--- src/rtl/acqc_consts.svh ---
// Purpose: register map, field positions, reset values and codes of the
//          acquisition mode and card command controller
// Assumes: register indices are word indices, byte address = index * 4
// Notes:   definitions only
`ifndef ACQC_CONSTS_SVH
`define ACQC_CONSTS_SVH

// ----------------------------------------------------------------------
// register indices (byte address = index * 4)
// ----------------------------------------------------------------------
`define ACQC_IDX_CMD        16'h0064
`define ACQC_IDX_MODE       16'h251c
`define ACQC_IDX_AVAIL      16'h251d
`define ACQC_IDX_STATUS     16'h0070
`define ACQC_IDX_ERROR      16'h0071
`define ACQC_IDX_SETUP      16'h0072

// ----------------------------------------------------------------------
// command bit positions
// ----------------------------------------------------------------------
`define ACQC_CMD_RESET      0
`define ACQC_CMD_WRSETUP    1
`define ACQC_CMD_START      2
`define ACQC_CMD_TRIG_EN    3
`define ACQC_CMD_TRIG_FORCE 4
`define ACQC_CMD_TRIG_DIS   5
`define ACQC_CMD_STOP       6

// ----------------------------------------------------------------------
// status bit positions, setup fields, reset values, answer codes
// ----------------------------------------------------------------------
`define ACQC_STAT_RUN       0
`define ACQC_STAT_TRIG_EN   1
`define ACQC_STAT_DIRTY     2
`define ACQC_SETUP_GATE_LVL 8
`define ACQC_SETUP_LIVE     16'h00ff
`define ACQC_SETUP_RST      16'h0000
`define ACQC_MODE_RST       8'h01
`define ACQC_AVAIL_RST      8'hff
`define ACQC_ERR_OK         8'h00
`define ACQC_ERR_MODE       8'h01
`define ACQC_ERR_SEQ        8'h02
`define ACQC_HSIZE_WORD     3'h2

`endif

--- src/rtl/acqc_pkg.sv ---
// Purpose: shared types of the acquisition mode and card command controller
// Assumes: constants come from acqc_consts.svh
// Notes:   types only
package acqc_pkg;

    typedef enum logic [1:0] {
        ACQC_IDLE = 2'b01,
        ACQC_RUN  = 2'b10
    } acqc_state_e;

    typedef struct packed {
        logic fifo;
        logic multi;
        logic gated;
        logic dual_rate;
    } acqc_flags_s;

    typedef struct packed {
        logic        en;
        logic [15:0] idx;
        logic [31:0] data;
    } acqc_wr_s;

    typedef struct packed {
        logic        wr_pend;
        logic        rd_pend;
        logic        ok;
        logic [15:0] idx;
        logic        hreadyout;
        logic        hresp;
        logic [31:0] hrdata;
    } acqc_ahb_s;

    typedef struct packed {
        acqc_state_e state;
        logic [7:0]  mode;
        acqc_flags_s flags;
        logic [15:0] setup;
        logic [15:0] hw_cfg;
        logic        dirty;
        logic        trig_en;
        logic [7:0]  err;
        logic        trigger;
        logic        setup_load;
        logic        hw_reset;
        logic        sample_en;
        logic        slow_en;
    } acqc_core_s;

endpackage

--- src/rtl/acqc_onehot.sv ---
// Purpose: flags a vector with exactly one bit set
// Assumes: combinational
// Notes:   used to validate the operating mode bitmap
`timescale 1ns/1ps
module acqc_onehot #(
    parameter int W = 8
) (
    input  wire logic [W-1:0] vec_i,
    output      logic         one_o
);
    assign one_o = (vec_i != '0) && ((vec_i & (vec_i - W'(1))) == '0);
endmodule

--- src/rtl/acqc_ahb_slave.sv ---
// Purpose: AHB-Lite slave front end of the controller registers
// Assumes: single word transfers; response always OKAY
// Notes:   writes take no wait state, reads take one
`timescale 1ns/1ps
`include "acqc_consts.svh"
module acqc_ahb_slave
    import acqc_pkg::*;
(
    input  wire logic        clk_i,
    input  wire logic        reset_n_i,
    input  wire logic        hsel_i,
    input  wire logic [31:0] haddr_i,
    input  wire logic [1:0]  htrans_i,
    input  wire logic        hwrite_i,
    input  wire logic [2:0]  hsize_i,
    input  wire logic [31:0] hwdata_i,
    input  wire logic        hready_i,
    output      logic        hreadyout_o,
    output      logic        hresp_o,
    output      logic [31:0] hrdata_o,
    output      acqc_wr_s    wr_o,
    output      logic [15:0] rd_idx_o,
    input  wire logic [31:0] rdata_i
);
    acqc_ahb_s s;
    acqc_ahb_s next_s;
    logic      accept;

    localparam acqc_ahb_s AHB_RST = '{default: '0, hreadyout: 1'b1};

    assign accept = hsel_i && htrans_i[1] && hready_i;

    // ------------------------------------------------------------------
    // address phase capture, data phase answer
    // ------------------------------------------------------------------
    always_comb begin
        next_s = s;
        next_s.wr_pend = 1'b0;
        if (s.rd_pend) begin
            // unmapped or odd-sized reads answer zero
            next_s.hrdata    = s.ok ? rdata_i : 32'h0000_0000;
            next_s.hreadyout = 1'b1;
            next_s.rd_pend   = 1'b0;
        end
        if (accept) begin
            next_s.idx = haddr_i[17:2];
            next_s.ok  = (haddr_i[31:18] == 14'h0000) &&
                         (haddr_i[1:0] == 2'h0) &&
                         (hsize_i == `ACQC_HSIZE_WORD);
            if (hwrite_i) begin
                next_s.wr_pend = 1'b1;
            end else begin
                next_s.rd_pend   = 1'b1;
                next_s.hreadyout = 1'b0;
            end
        end
    end

    always_ff @(posedge clk_i or negedge reset_n_i) begin
        if (!reset_n_i) begin
            s <= AHB_RST;
        end else begin
            s <= next_s;
        end
    end

    assign wr_o.en     = s.wr_pend && s.ok;
    assign wr_o.idx    = s.idx;
    assign wr_o.data   = hwdata_i;
    assign rd_idx_o    = s.idx;
    assign hreadyout_o = s.hreadyout;
    assign hresp_o     = s.hresp;
    assign hrdata_o    = s.hrdata;
endmodule

--- src/rtl/acqc_ctrl.sv ---
// Purpose: operating mode select and card command interpreter
// Assumes: one clock; inputs synchronous to clk_i; AHB-Lite register access
// Notes:   every top output except run_o comes from a flip-flop
//
// What this block does
// - accept mode only with exactly one bit
// - mode register reads back mode in use
// - available modes map uses mode encoding
// - code 1h: memory, single trigger
// - code 2h: memory, equal-size multi trigger
// - code 4h: memory, sampling while gate level
// - code 8h: memory multi plus slow continuous
// - code 10h: streaming single trigger
// - 20h/40h/80h: streaming multi, gated, dual-rate
// - streaming modes use memory as fifo
// - command register is a bitmap
// - illegal command combination gives sequence error
// - bit 1h resets hardware and software state
// - bit 2h loads setup without starting
// - bit 4h starts, loading changed setup first
// - while running only live settings change
// - bit 8h enables trigger detection
// - bit 10h forces a trigger
// - bit 20h disables, triggers then ignored
// - start without bit 8h leaves trigger detection disabled
// - bit 40h stops; idle stop harmless
`timescale 1ns/1ps
`include "acqc_consts.svh"
module acqc_ctrl
    import acqc_pkg::*;
#(
    parameter logic [7:0] AVAIL_MODES = `ACQC_AVAIL_RST
) (
    input  wire logic        clk_i,
    input  wire logic        reset_n_i,
    input  wire logic        hsel_i,
    input  wire logic [31:0] haddr_i,
    input  wire logic [1:0]  htrans_i,
    input  wire logic        hwrite_i,
    input  wire logic [2:0]  hsize_i,
    input  wire logic [31:0] hwdata_i,
    input  wire logic        hready_i,
    output      logic        hreadyout_o,
    output      logic        hresp_o,
    output      logic [31:0] hrdata_o,
    input  wire logic        trig_event_i,
    input  wire logic        gate_i,
    input  wire logic        run_done_i,
    output      logic [7:0]  mode_o,
    output      acqc_flags_s flags_o,
    output      logic        run_o,
    output      logic        trig_armed_o,
    output      logic        trigger_o,
    output      logic        setup_load_o,
    output      logic [15:0] hw_cfg_o,
    output      logic        hw_reset_o,
    output      logic        sample_en_o,
    output      logic        slow_sample_en_o
);
    acqc_core_s  s;
    acqc_core_s  next_s;
    acqc_wr_s    wr;
    logic [15:0] rd_idx;
    logic [31:0] rdata;
    logic        mode_one;
    logic [6:0]  cmd;
    logic        running;
    logic        trig_cmd;
    logic        seq_err;
    logic        armed_hit;

    localparam acqc_core_s CORE_RST = '{
        state:      ACQC_IDLE,
        mode:       `ACQC_MODE_RST,
        flags:      '0,
        setup:      `ACQC_SETUP_RST,
        hw_cfg:     `ACQC_SETUP_RST,
        dirty:      1'b0,
        trig_en:    1'b0,
        err:        `ACQC_ERR_OK,
        trigger:    1'b0,
        setup_load: 1'b0,
        hw_reset:   1'b0,
        sample_en:  1'b0,
        slow_en:    1'b0
    };

    // ------------------------------------------------------------------
    // bus front end and mode check
    // ------------------------------------------------------------------
    acqc_ahb_slave u_ahb (
        .clk_i       (clk_i),
        .reset_n_i   (reset_n_i),
        .hsel_i      (hsel_i),
        .haddr_i     (haddr_i),
        .htrans_i    (htrans_i),
        .hwrite_i    (hwrite_i),
        .hsize_i     (hsize_i),
        .hwdata_i    (hwdata_i),
        .hready_i    (hready_i),
        .hreadyout_o (hreadyout_o),
        .hresp_o     (hresp_o),
        .hrdata_o    (hrdata_o),
        .wr_o        (wr),
        .rd_idx_o    (rd_idx),
        .rdata_i     (rdata)
    );

    acqc_onehot #(
        .W (8)
    ) u_mode_chk (
        .vec_i (wr.data[7:0]),
        .one_o (mode_one)
    );

    // ------------------------------------------------------------------
    // mode decode
    // ------------------------------------------------------------------
    function automatic acqc_flags_s decode_mode(input logic [7:0] m);
        acqc_flags_s f;
        f.fifo      = |m[7:4];
        f.multi     = m[1] | m[3] | m[5] | m[7];
        f.gated     = m[2] | m[6];
        f.dual_rate = m[3] | m[7];
        return f;
    endfunction

    // ------------------------------------------------------------------
    // command legality
    // ------------------------------------------------------------------
    assign cmd      = wr.data[6:0];
    assign running  = (s.state == ACQC_RUN);
    assign armed_hit = running && s.trig_en && trig_event_i;
    assign trig_cmd = cmd[`ACQC_CMD_TRIG_EN] | cmd[`ACQC_CMD_TRIG_FORCE] |
                      cmd[`ACQC_CMD_TRIG_DIS];

    // reset must stand alone; start needs an idle card and no stop
    always_comb begin
        seq_err = 1'b0;
        if (cmd[`ACQC_CMD_RESET] && (cmd[6:1] != 6'h00)) begin
            seq_err = 1'b1;
        end
        if (cmd[`ACQC_CMD_START] && (running || cmd[`ACQC_CMD_STOP])) begin
            seq_err = 1'b1;
        end
        if (cmd[`ACQC_CMD_WRSETUP] && running) begin
            seq_err = 1'b1;
        end
        if (trig_cmd && !running && !cmd[`ACQC_CMD_START]) begin
            seq_err = 1'b1;
        end
        if (cmd[`ACQC_CMD_TRIG_EN] && cmd[`ACQC_CMD_TRIG_DIS]) begin
            seq_err = 1'b1;
        end
    end

    // ------------------------------------------------------------------
    // controller next state
    // ------------------------------------------------------------------
    always_comb begin
        next_s            = s;
        next_s.trigger    = 1'b0;
        next_s.setup_load = 1'b0;
        next_s.hw_reset   = 1'b0;
        // run ends on its own
        if (running && run_done_i) begin
            next_s.state   = ACQC_IDLE;
            next_s.trig_en = 1'b0;
        end
        // events only count while detection is armed
        if (armed_hit) begin
            next_s.trigger = 1'b1;
        end
        if (wr.en) begin
            unique case (wr.idx)
                `ACQC_IDX_MODE: begin
                    if (running) begin
                        next_s.err = `ACQC_ERR_SEQ;
                    end else if (!mode_one ||
                                 ((wr.data[7:0] & ~AVAIL_MODES) != 8'h00) ||
                                 (wr.data[31:8] != 24'h0)) begin
                        next_s.err = `ACQC_ERR_MODE;
                    end else begin
                        next_s.mode  = wr.data[7:0];
                        next_s.flags = decode_mode(wr.data[7:0]);
                        next_s.err   = `ACQC_ERR_OK;
                    end
                end
                `ACQC_IDX_SETUP: begin
                    if (!running) begin
                        next_s.setup = wr.data[15:0];
                        next_s.dirty = 1'b1;
                        next_s.err   = `ACQC_ERR_OK;
                    end else if (((wr.data[15:0] ^ s.setup) &
                                  ~`ACQC_SETUP_LIVE) != 16'h0000) begin
                        next_s.err = `ACQC_ERR_SEQ;
                    end else begin
                        // live fields reach the hardware at once
                        next_s.setup  = wr.data[15:0];
                        next_s.hw_cfg = wr.data[15:0];
                        next_s.err    = `ACQC_ERR_OK;
                    end
                end
                `ACQC_IDX_CMD: begin
                    if (seq_err) begin
                        next_s.err = `ACQC_ERR_SEQ;
                    end else if (cmd[`ACQC_CMD_RESET]) begin
                        next_s          = CORE_RST;
                        next_s.hw_reset = 1'b1;
                    end else begin
                        next_s.err = `ACQC_ERR_OK;
                        if (cmd[`ACQC_CMD_WRSETUP] ||
                            (cmd[`ACQC_CMD_START] && s.dirty)) begin
                            next_s.hw_cfg     = s.setup;
                            next_s.dirty      = 1'b0;
                            next_s.setup_load = 1'b1;
                        end
                        if (cmd[`ACQC_CMD_START]) begin
                            next_s.state   = ACQC_RUN;
                            next_s.trig_en = 1'b0;
                        end
                        // enable lands after the start above
                        if (cmd[`ACQC_CMD_TRIG_EN]) begin
                            next_s.trig_en = 1'b1;
                        end
                        if (cmd[`ACQC_CMD_TRIG_DIS]) begin
                            next_s.trig_en = 1'b0;
                        end
                        if (cmd[`ACQC_CMD_TRIG_FORCE]) begin
                            next_s.trigger = 1'b1;
                        end
                        if (cmd[`ACQC_CMD_STOP] && running) begin
                            next_s.state   = ACQC_IDLE;
                            next_s.trig_en = 1'b0;
                        end
                    end
                end
                default: begin
                end
            endcase
        end
        next_s.sample_en = (next_s.state == ACQC_RUN) &&
                           (!next_s.flags.gated ||
                            (gate_i ==
                             next_s.hw_cfg[`ACQC_SETUP_GATE_LVL]));
        next_s.slow_en   = (next_s.state == ACQC_RUN) &&
                           next_s.flags.dual_rate;
    end

    always_ff @(posedge clk_i or negedge reset_n_i) begin
        if (!reset_n_i) begin
            s <= CORE_RST;
        end else begin
            s <= next_s;
        end
    end

    // ------------------------------------------------------------------
    // register read data
    // ------------------------------------------------------------------
    always_comb begin
        unique case (rd_idx)
            `ACQC_IDX_MODE:   rdata = {24'h0, s.mode};
            `ACQC_IDX_AVAIL:  rdata = {24'h0, AVAIL_MODES};
            `ACQC_IDX_STATUS: rdata = {29'h0, s.dirty, s.trig_en, running};
            `ACQC_IDX_ERROR:  rdata = {24'h0, s.err};
            `ACQC_IDX_SETUP:  rdata = {16'h0, s.setup};
            default:          rdata = 32'h0000_0000;
        endcase
    end

    // ------------------------------------------------------------------
    // outputs
    // ------------------------------------------------------------------
    assign mode_o           = s.mode;
    assign flags_o          = s.flags;
    assign run_o            = running;
    assign trig_armed_o     = s.trig_en;
    assign trigger_o        = s.trigger;
    assign setup_load_o     = s.setup_load;
    assign hw_cfg_o         = s.hw_cfg;
    assign hw_reset_o       = s.hw_reset;
    assign sample_en_o      = s.sample_en;
    assign slow_sample_en_o = s.slow_en;
endmodule

--- config.mk ---
export PLATFORM = sky130hd
export DESIGN_NAME = acqc_ctrl
export DESIGN_NICKNAME = d
export VERILOG_FILES = /design/src/rtl/acqc_pkg.sv /design/src/rtl/acqc_onehot.sv /design/src/rtl/acqc_ahb_slave.sv /design/src/rtl/acqc_ctrl.sv
export VERILOG_INCLUDE_DIRS = /design/src /design/src/rtl
export SDC_FILE = /design/constraint.sdc
export NUM_CORES = 1
export LEC_CHECK = 0
export ABC_AREA = 0
export BUFFER_PORTS_ARGS = -buffer_cell sky130_fd_sc_hd__buf_2
export CAP_MARGIN = 20
export CORE_ASPECT_RATIO = 0.9
export CORE_MARGIN = 1.5
export CORE_UTILIZATION = 41
export CTS_CLUSTER_DIAMETER = 150
export DETAILED_ROUTE_END_ITERATION = 12
export PLACE_DENSITY = 0.68
export SETUP_SLACK_MARGIN = 0.5
export SYNTH_ARGS = -nofsm -noshare
export SYNTH_HDL_FRONTEND = slang
export SYNTH_SLANG_ARGS = --single-unit
export TNS_END_PERCENT = 1
--- constraint.sdc ---
create_clock -name clk_i -period 2.2 [get_ports clk_i]
set_input_delay 0.44 -clock clk_i [delete_from_list [all_inputs] [get_ports clk_i]]
set_output_delay 0.44 -clock clk_i [all_outputs]
set_load 0.005 [all_outputs]
# Yosys cells after proc, flatten, opt, wreduce, memory -nomap -nowiden
# Index checks and enable logic that the tools add are counted.
dict set report classes {
  eq_ne 19
  mux 48
  n_addsub 1
  n_reduce_logical 43
  bitwise_logic 9
}
# cell n
set op_table {}
lappend op_table {{$pmux 16 s5} 1}
lappend op_table {{$pmux 33 s2} 1}
lappend op_table {{$eq 16x7->1 const B} 4}
lappend op_table {{$mux 61} 1}
lappend op_table {{$mux 28} 2}
lappend op_table {{$mux 16} 3}
lappend op_table {{$mux 48} 1}
lappend op_table {{$eq 16x14->1 const B} 2}
lappend op_table {{$mux 32} 1}
lappend op_table {{$mux 12} 2}
lappend op_table {{$pmux 12 s2} 1}
lappend op_table {{$pmux 8 s3} 1}
lappend op_table {{$reduce_bool 24->1} 1}
lappend op_table {{$mux 1} 20}
lappend op_table {{$mux 20} 1}
lappend op_table {{$logic_and 1x1->1} 19}
lappend op_table {{$mux 17} 1}
lappend op_table {{$mux 8} 2}
lappend op_table {{$reduce_bool 16->1} 1}
lappend op_table {{$xor 16x16->16} 1}
lappend op_table {{$logic_not 14->1} 1}
lappend op_table {{$mux 2} 7}
lappend op_table {{$ne 2x2->1 const B} 7}
lappend op_table {{$reduce_and 6->1} 2}
lappend op_table {{other kinds (20)} 37}
dict set report word_totals {
  register_bits 113
  word_cells 143
  input_bits 77
  out_inout_bits 69
}

# Depth between registers and ports, before layout
dict set report depth {
  depth_word 14
  mapped_depth 11
  depth_no_buf 9
}

# By module
# A second synthesis with hierarchy kept.
dict set report hier_totals {
  cells_unflattened 683
  area_unflattened_um2 6177.2
}
# mod area_per_inst_um2 cells_each seq_area_each_um2 n_inst
set modules_own_cells {}
lappend modules_own_cells {acqc_ctrl 3331.9 382 1378.8 1}
lappend modules_own_cells {acqc_ahb_slave 2755.1 286 1302.5 1}
lappend modules_own_cells {acqc_onehot 90.1 15 0.0 1}

# Least setup slack after synthesis
# Ideal clock, no wire load.
dict set report synth_timing {
  kind {in2reg}
  startpoint {in hwdata_i[0]}
  endpoint {reg s, in the netlist flags_o[2]}
  path_slack_ns -0.367
  setup_ns 0.118
  arrival_ns 2.449
  cell_stages 9
  path_buffers 2
  required_ns 2.082
  cell_sequence {buf_2 or4_4 nor4b_2 a211oi_1 a2111oi_4 nand4_2 a21o_1 buf_2 a21o_1}
}
dict set report synth_via {
  elab_chain_cells 8
  word_cells_on_any_way 17
  cone_classes {add/sub: 1; eq/ne: 3; mux: 5; bitwise: 1; reduce/logical: 7}
}
# element line_no
set synth_rtl {}
lappend synth_rtl {{start: declaration} acqc_ctrl.sv:41} ;# input wire logic [31:0] hwdata_i,
lappend synth_rtl {{$sub 8x1->8 / $logic_and 1x1->1 (equally long branches)} {acqc_onehot.sv:11, acqc_ctrl.sv:140}}
lappend synth_rtl {{$and 8x8->8 / $mux 1 (equally long branches)} {acqc_onehot.sv:11, acqc_ctrl.sv:140}}
lappend synth_rtl {{$logic_not 8->1 / $mux 1 (equally long branches)} {acqc_onehot.sv:11, acqc_ctrl.sv:143}}
lappend synth_rtl {{$logic_and 1x1->1 / $mux 1 (equally long branches)} {acqc_onehot.sv:11, acqc_ctrl.sv:146}}
lappend synth_rtl {{$logic_not 1->1 / $mux 1 (equally long branches)} {acqc_ctrl.sv:179, acqc_ctrl.sv:149}}
lappend synth_rtl {{$logic_or 1x1->1 / $mux 1 (equally long branches)} {acqc_ctrl.sv:180, acqc_ctrl.sv:152}}
lappend synth_rtl {{$ne 2x2->1 (no line)} n/a}
lappend synth_rtl {{$reduce_and 6->1 (no line) *} n/a}
lappend synth_rtl {{end signal: assignment} acqc_ctrl.sv:254} ;# s <= next_s;
lappend synth_rtl {{end: declaration} acqc_ctrl.sv:60} ;# acqc_core_s s;
# Every way passes the cells marked *; elsewhere a longest branch is shown, timed or not.
# A chain may end at the register's enable or synchronous reset.

# Worst setup path after layout
dict set report layout_timing {
  startpoint {reg s[59] in the netlist's numbering}
  endpoint {reg s, in the netlist hw_cfg_o[4]}
}
dict set report layout_via {
  elab_chain_cells 9
  word_cells_on_any_way 14
  cone_classes {eq/ne: 3; mux: 4; reduce/logical: 7}
}
# element line_no
set layout_rtl {}
lappend layout_rtl {{$eq 2x2->1 *} acqc_ctrl.sv:132} ;# assign running = (s.state == ACQC_RUN);
lappend layout_rtl {{$logic_or 1x1->1} acqc_ctrl.sv:143} ;# if (cmd[`ACQC_CMD_START] && (running || cmd[`ACQC_CMD_STOP])) begin
lappend layout_rtl {{$logic_and 1x1->1} acqc_ctrl.sv:143}
lappend layout_rtl {{$mux 1} acqc_ctrl.sv:143}
lappend layout_rtl {{$mux 1} acqc_ctrl.sv:146} ;# if (cmd[`ACQC_CMD_WRSETUP] && running) begin
lappend layout_rtl {{$mux 1} acqc_ctrl.sv:149} ;# if (trig_cmd && !running && !cmd[`ACQC_CMD_START]) begin
lappend layout_rtl {{$mux 1} acqc_ctrl.sv:152} ;# if (cmd[`ACQC_CMD_TRIG_EN] && cmd[`ACQC_CMD_TRIG_DIS]) begin
lappend layout_rtl {{$ne 2x2->1 (no line)} n/a}
lappend layout_rtl {{$reduce_and 6->1 (no line) *} n/a}
# Marked as above.

==> metrics.txt <==
DRT Wirelength 14000 um; CP startpoint kind flop; CP bufs+invs 1; ys async rst share 1.00; Mapped Area between 0.005 and 0.006 sq mm; post-synthesis sequential area ratio 0.450; slowest CP cell dfstp_2; pre-CTS setup slack -0.530 ns; average vias per placed instance between 5 and 6; Tot GR Track Use 0.224; ordered list of cells on the worst path nand2b_4 > clkinv_4 > a222oi_1 > o311a_1 > nand3_1 > a21oi_1 > a31o_2 > o21ai_4 > mux2_1; largest net degree at the start of global routing 36; port buffer count 127; Avg WL per Cell about 16 um; Core Area roughly 0.012 sq mm; Power Density 569 mW/mm^2; Flop pwr share 0.480; # clock sinks between 90 and 100; Residual DRC 0; Initial DRC Count 255; setup slack after layout -0.0809 ns; clock skew 0.00895 ns; multi-input logic area about 0.0023 sq mm; Comb pwr share 0.117; Layout area overhead 29.0%; Chip Height 108 um; Die W approximately 120 um; FP Rows 38; CP max stage delay 0.53 ns; Pre-antenna DRT Iters 5; Worst VDD drop 498 uV; Worst-Skew Late Latency 0.35 ns; Clk network pwr share 0.403; Pleak 0.00335 uW; TritonCTS Buffers 9; Final Setup Violations 22; Max-Cap Viols 0; Synth cell types 64; syn avg cell area 9.43 sq um; GRT Residual Overflow 0; Top delay family on crit path compound AO/OA/AOI/OAI gates; dominant synthesized flop cell dfrtp_1; EDFF count, synth 0; antenna violations before repair 0; gpl congestion roughly 0.93; Root Driver clkbuf_16; Slew headroom 0.611; Internal 2740 uW; CTS tree done; Via Count ~4400; number of synthesized register bits just over 90; Setup Total Neg Slack -1.13 ns; NetSw about 980 uW; period utilisation layout 1.04; clock-pin transition on the worst setup and hold timing paths ~0.070 ns; most frequent cells in the layout buf_2 (125), nand2_1 (95), dfrtp_1 (88); number of diodes 0; Starting Density 0.421; Reg area between 0.002 and 0.0025 sq mm; RSZ-0062 raised after global routing true; violated checks negative setup slack; DPL Wire Length around 11000 um; Total Power approximately 3700 uW; Post-Syn Instances between 500 and 600; crit path kind reg2reg; # fillers approximately 1100; most common cell after layout, fill and taps aside buf_2; Top-Level Pins ~150; vias in the first global route between 4000 and 5000; Die ar. about 0.013 sq mm; CP endpoint kind flop; share of layout cells above drive strength 1 0.435; first-pass GRT wire length about 23000 um; Slew @ Worst Pin just under 0.6 ns; Final Max Tran Viols 0; Req. time, crit path roughly 2.4 ns; Crit path arrival time around 2.5 ns; status finished, violations left; post-route ant nets 0; Fin. Hold Viols 0; Max Freq ~0.44 GHz; Synth Warn # 0; min-delay worst type in2async; Max FO, Critical Path 8; crit path time final 2.28 ns; CTS H-tree depth 3; CTS Buffer Depth 2; sw frac 0.263; Total Nets Final between 700 and 800
-- state kept, by name, summed over array words and instances, names as in the netlist --
signal,count
hw_cfg_o,16
setup_load_o,1
s,21
u_ahb.s,3
mode_o,8
u_ahb.hreadyout_o,1
flags_o,4
hw_reset_o,1
u_ahb.hrdata_o,16
slow_sample_en_o,1
trig_armed_o,1
u_ahb.rd_idx_o,16
trigger_o,1
sample_en_o,1
-- per-stage QoR --
step | std cells | cell area, sq um | hold WS, ns | util
floorplan | 553 | 5150 | 0.144 | -
global placement | 835 | 6040 | 0.422 | 0.502
detailed placement | 835 | 6040 | 0.428 | 0.502
CTS | 856 | 6510 | 0.0521 | 0.541
global route | 856 | 6530 | 0.0680 | 0.543
finish | 856 | 6530 | 0.0366 | 0.543
-- synthesized netlist by cell type, drive strengths merged (4+ instances only) --
library cell	number	area (sq um)
a22o	15	131
o21a	6	45.0
nor3	5	41.3
nand2	95	357
buf	69	507
nand3	14	70.1
dfrtp	88	2200
o21ai	19	98.8
nand4	7	50.1
a31o	4	35.0
mux2	31	349
xor2	9	78.8
inv	19	71.3
nor2b	5	31.3
nor2	23	86.3
o31ai	4	30.0
a21o	6	45.0
clkbuf	20	75.1
o22ai	7	43.8
nor4	17	106
and3	8	50.1
and4	4	35.0
a21oi	20	104
-- power by group through the flow --
stage | combinational (uW) | clock (uW) | sequential [uW]
2_1_floorplan | 202 | 0 | 1800
3_3_place_gp | 406 | 0 | 1810
3_5_place_dp | 421 | 0 | 1810
4_1_cts | 435 | 1520 | 1780
5_1_grt | 481 | 1600 | 1790
6_report | 436 | 1500 | 1780
-- what timing repair did --
item,in CTS,in global routing
setup buffers,4,0
pin swaps,22,12
hold endpoints to repair,0,0
gates cloned,1,0
resized for setup,32,9
hold buffers,0,0
endpoints found under the setup margin,72,72
-- metal layers --
| metal | global-route usage | vias up | share of wire |
|---|---|---|---|
| li1 | - | 2107 | - |
| met1 | 0.285 | 2129 | 0.43 |
| met2 | 0.378 | 141 | 0.48 |
| met3 | 0.0549 | 19 | 0.067 |
| met4 | 0.0697 | 0 | 0.019 |
| met5 | 0 | - | 0 |
-- worst reg2reg max path, stage by stage (launching register included) --
cell and delay, ns:
dfstp_2 0.53, nand2b_4 0.13, clkinv_4 0.06, a222oi_1 0.26, o311a_1 0.27, nand3_1 0.09
a21oi_1 0.14, a31o_2 0.21, o21ai_4 0.15, mux2_1 0.33
-- cells by family (layout without fill, tap and decap cells) --
family / Yosys count / count (layout) / share of synthesized area
buffers and inverters: 109 / 251 / 0.130
XOR/XNOR: 10 / 10 / 0.0173
flip-flops: 91 / 91 / 0.450
AND/OR/NAND/NOR: 193 / 193 / 0.187
other: 1 / 17 / 0.000740
multiplexers: 31 / 31 / 0.0689
AO/OA/AOI/OAI: 102 / 103 / 0.146
-- area by class of cell --
type                       count  share of cell area
multi-input combinational    354               0.358
sequential                    91               0.349
clock buffer                   9              0.0345
inverter                      20              0.0123
timing repair buffer         215               0.206
tap                          160              0.0307
clock inverter                 7             0.00939
-- final timing paths --
path	depth (start not counted)	startpoint	slack [ns]	endpoint
max	9	s[59]$_DFF_PN1_	-0.08	hw_cfg_o[4]$_DFFE_PN0P_
max reg2reg	9	s[59]$_DFF_PN1_	-0.08	hw_cfg_o[4]$_DFFE_PN0P_
max in group asynchronous	2	reset_n_i	1.51	s[59]$_DFF_PN1_
min reg2reg	1	flags_o[2]$_DFFE_PN0P_	0.48	flags_o[2]$_DFFE_PN0P_
min in group clk_i	2	hwrite_i	0.27	u_ahb.s[51]$_DFF_PN0_
min	1	reset_n_i	0.04	mode_o[1]$_DFFE_PN0P_
Power figures use the tool's default switching activity.
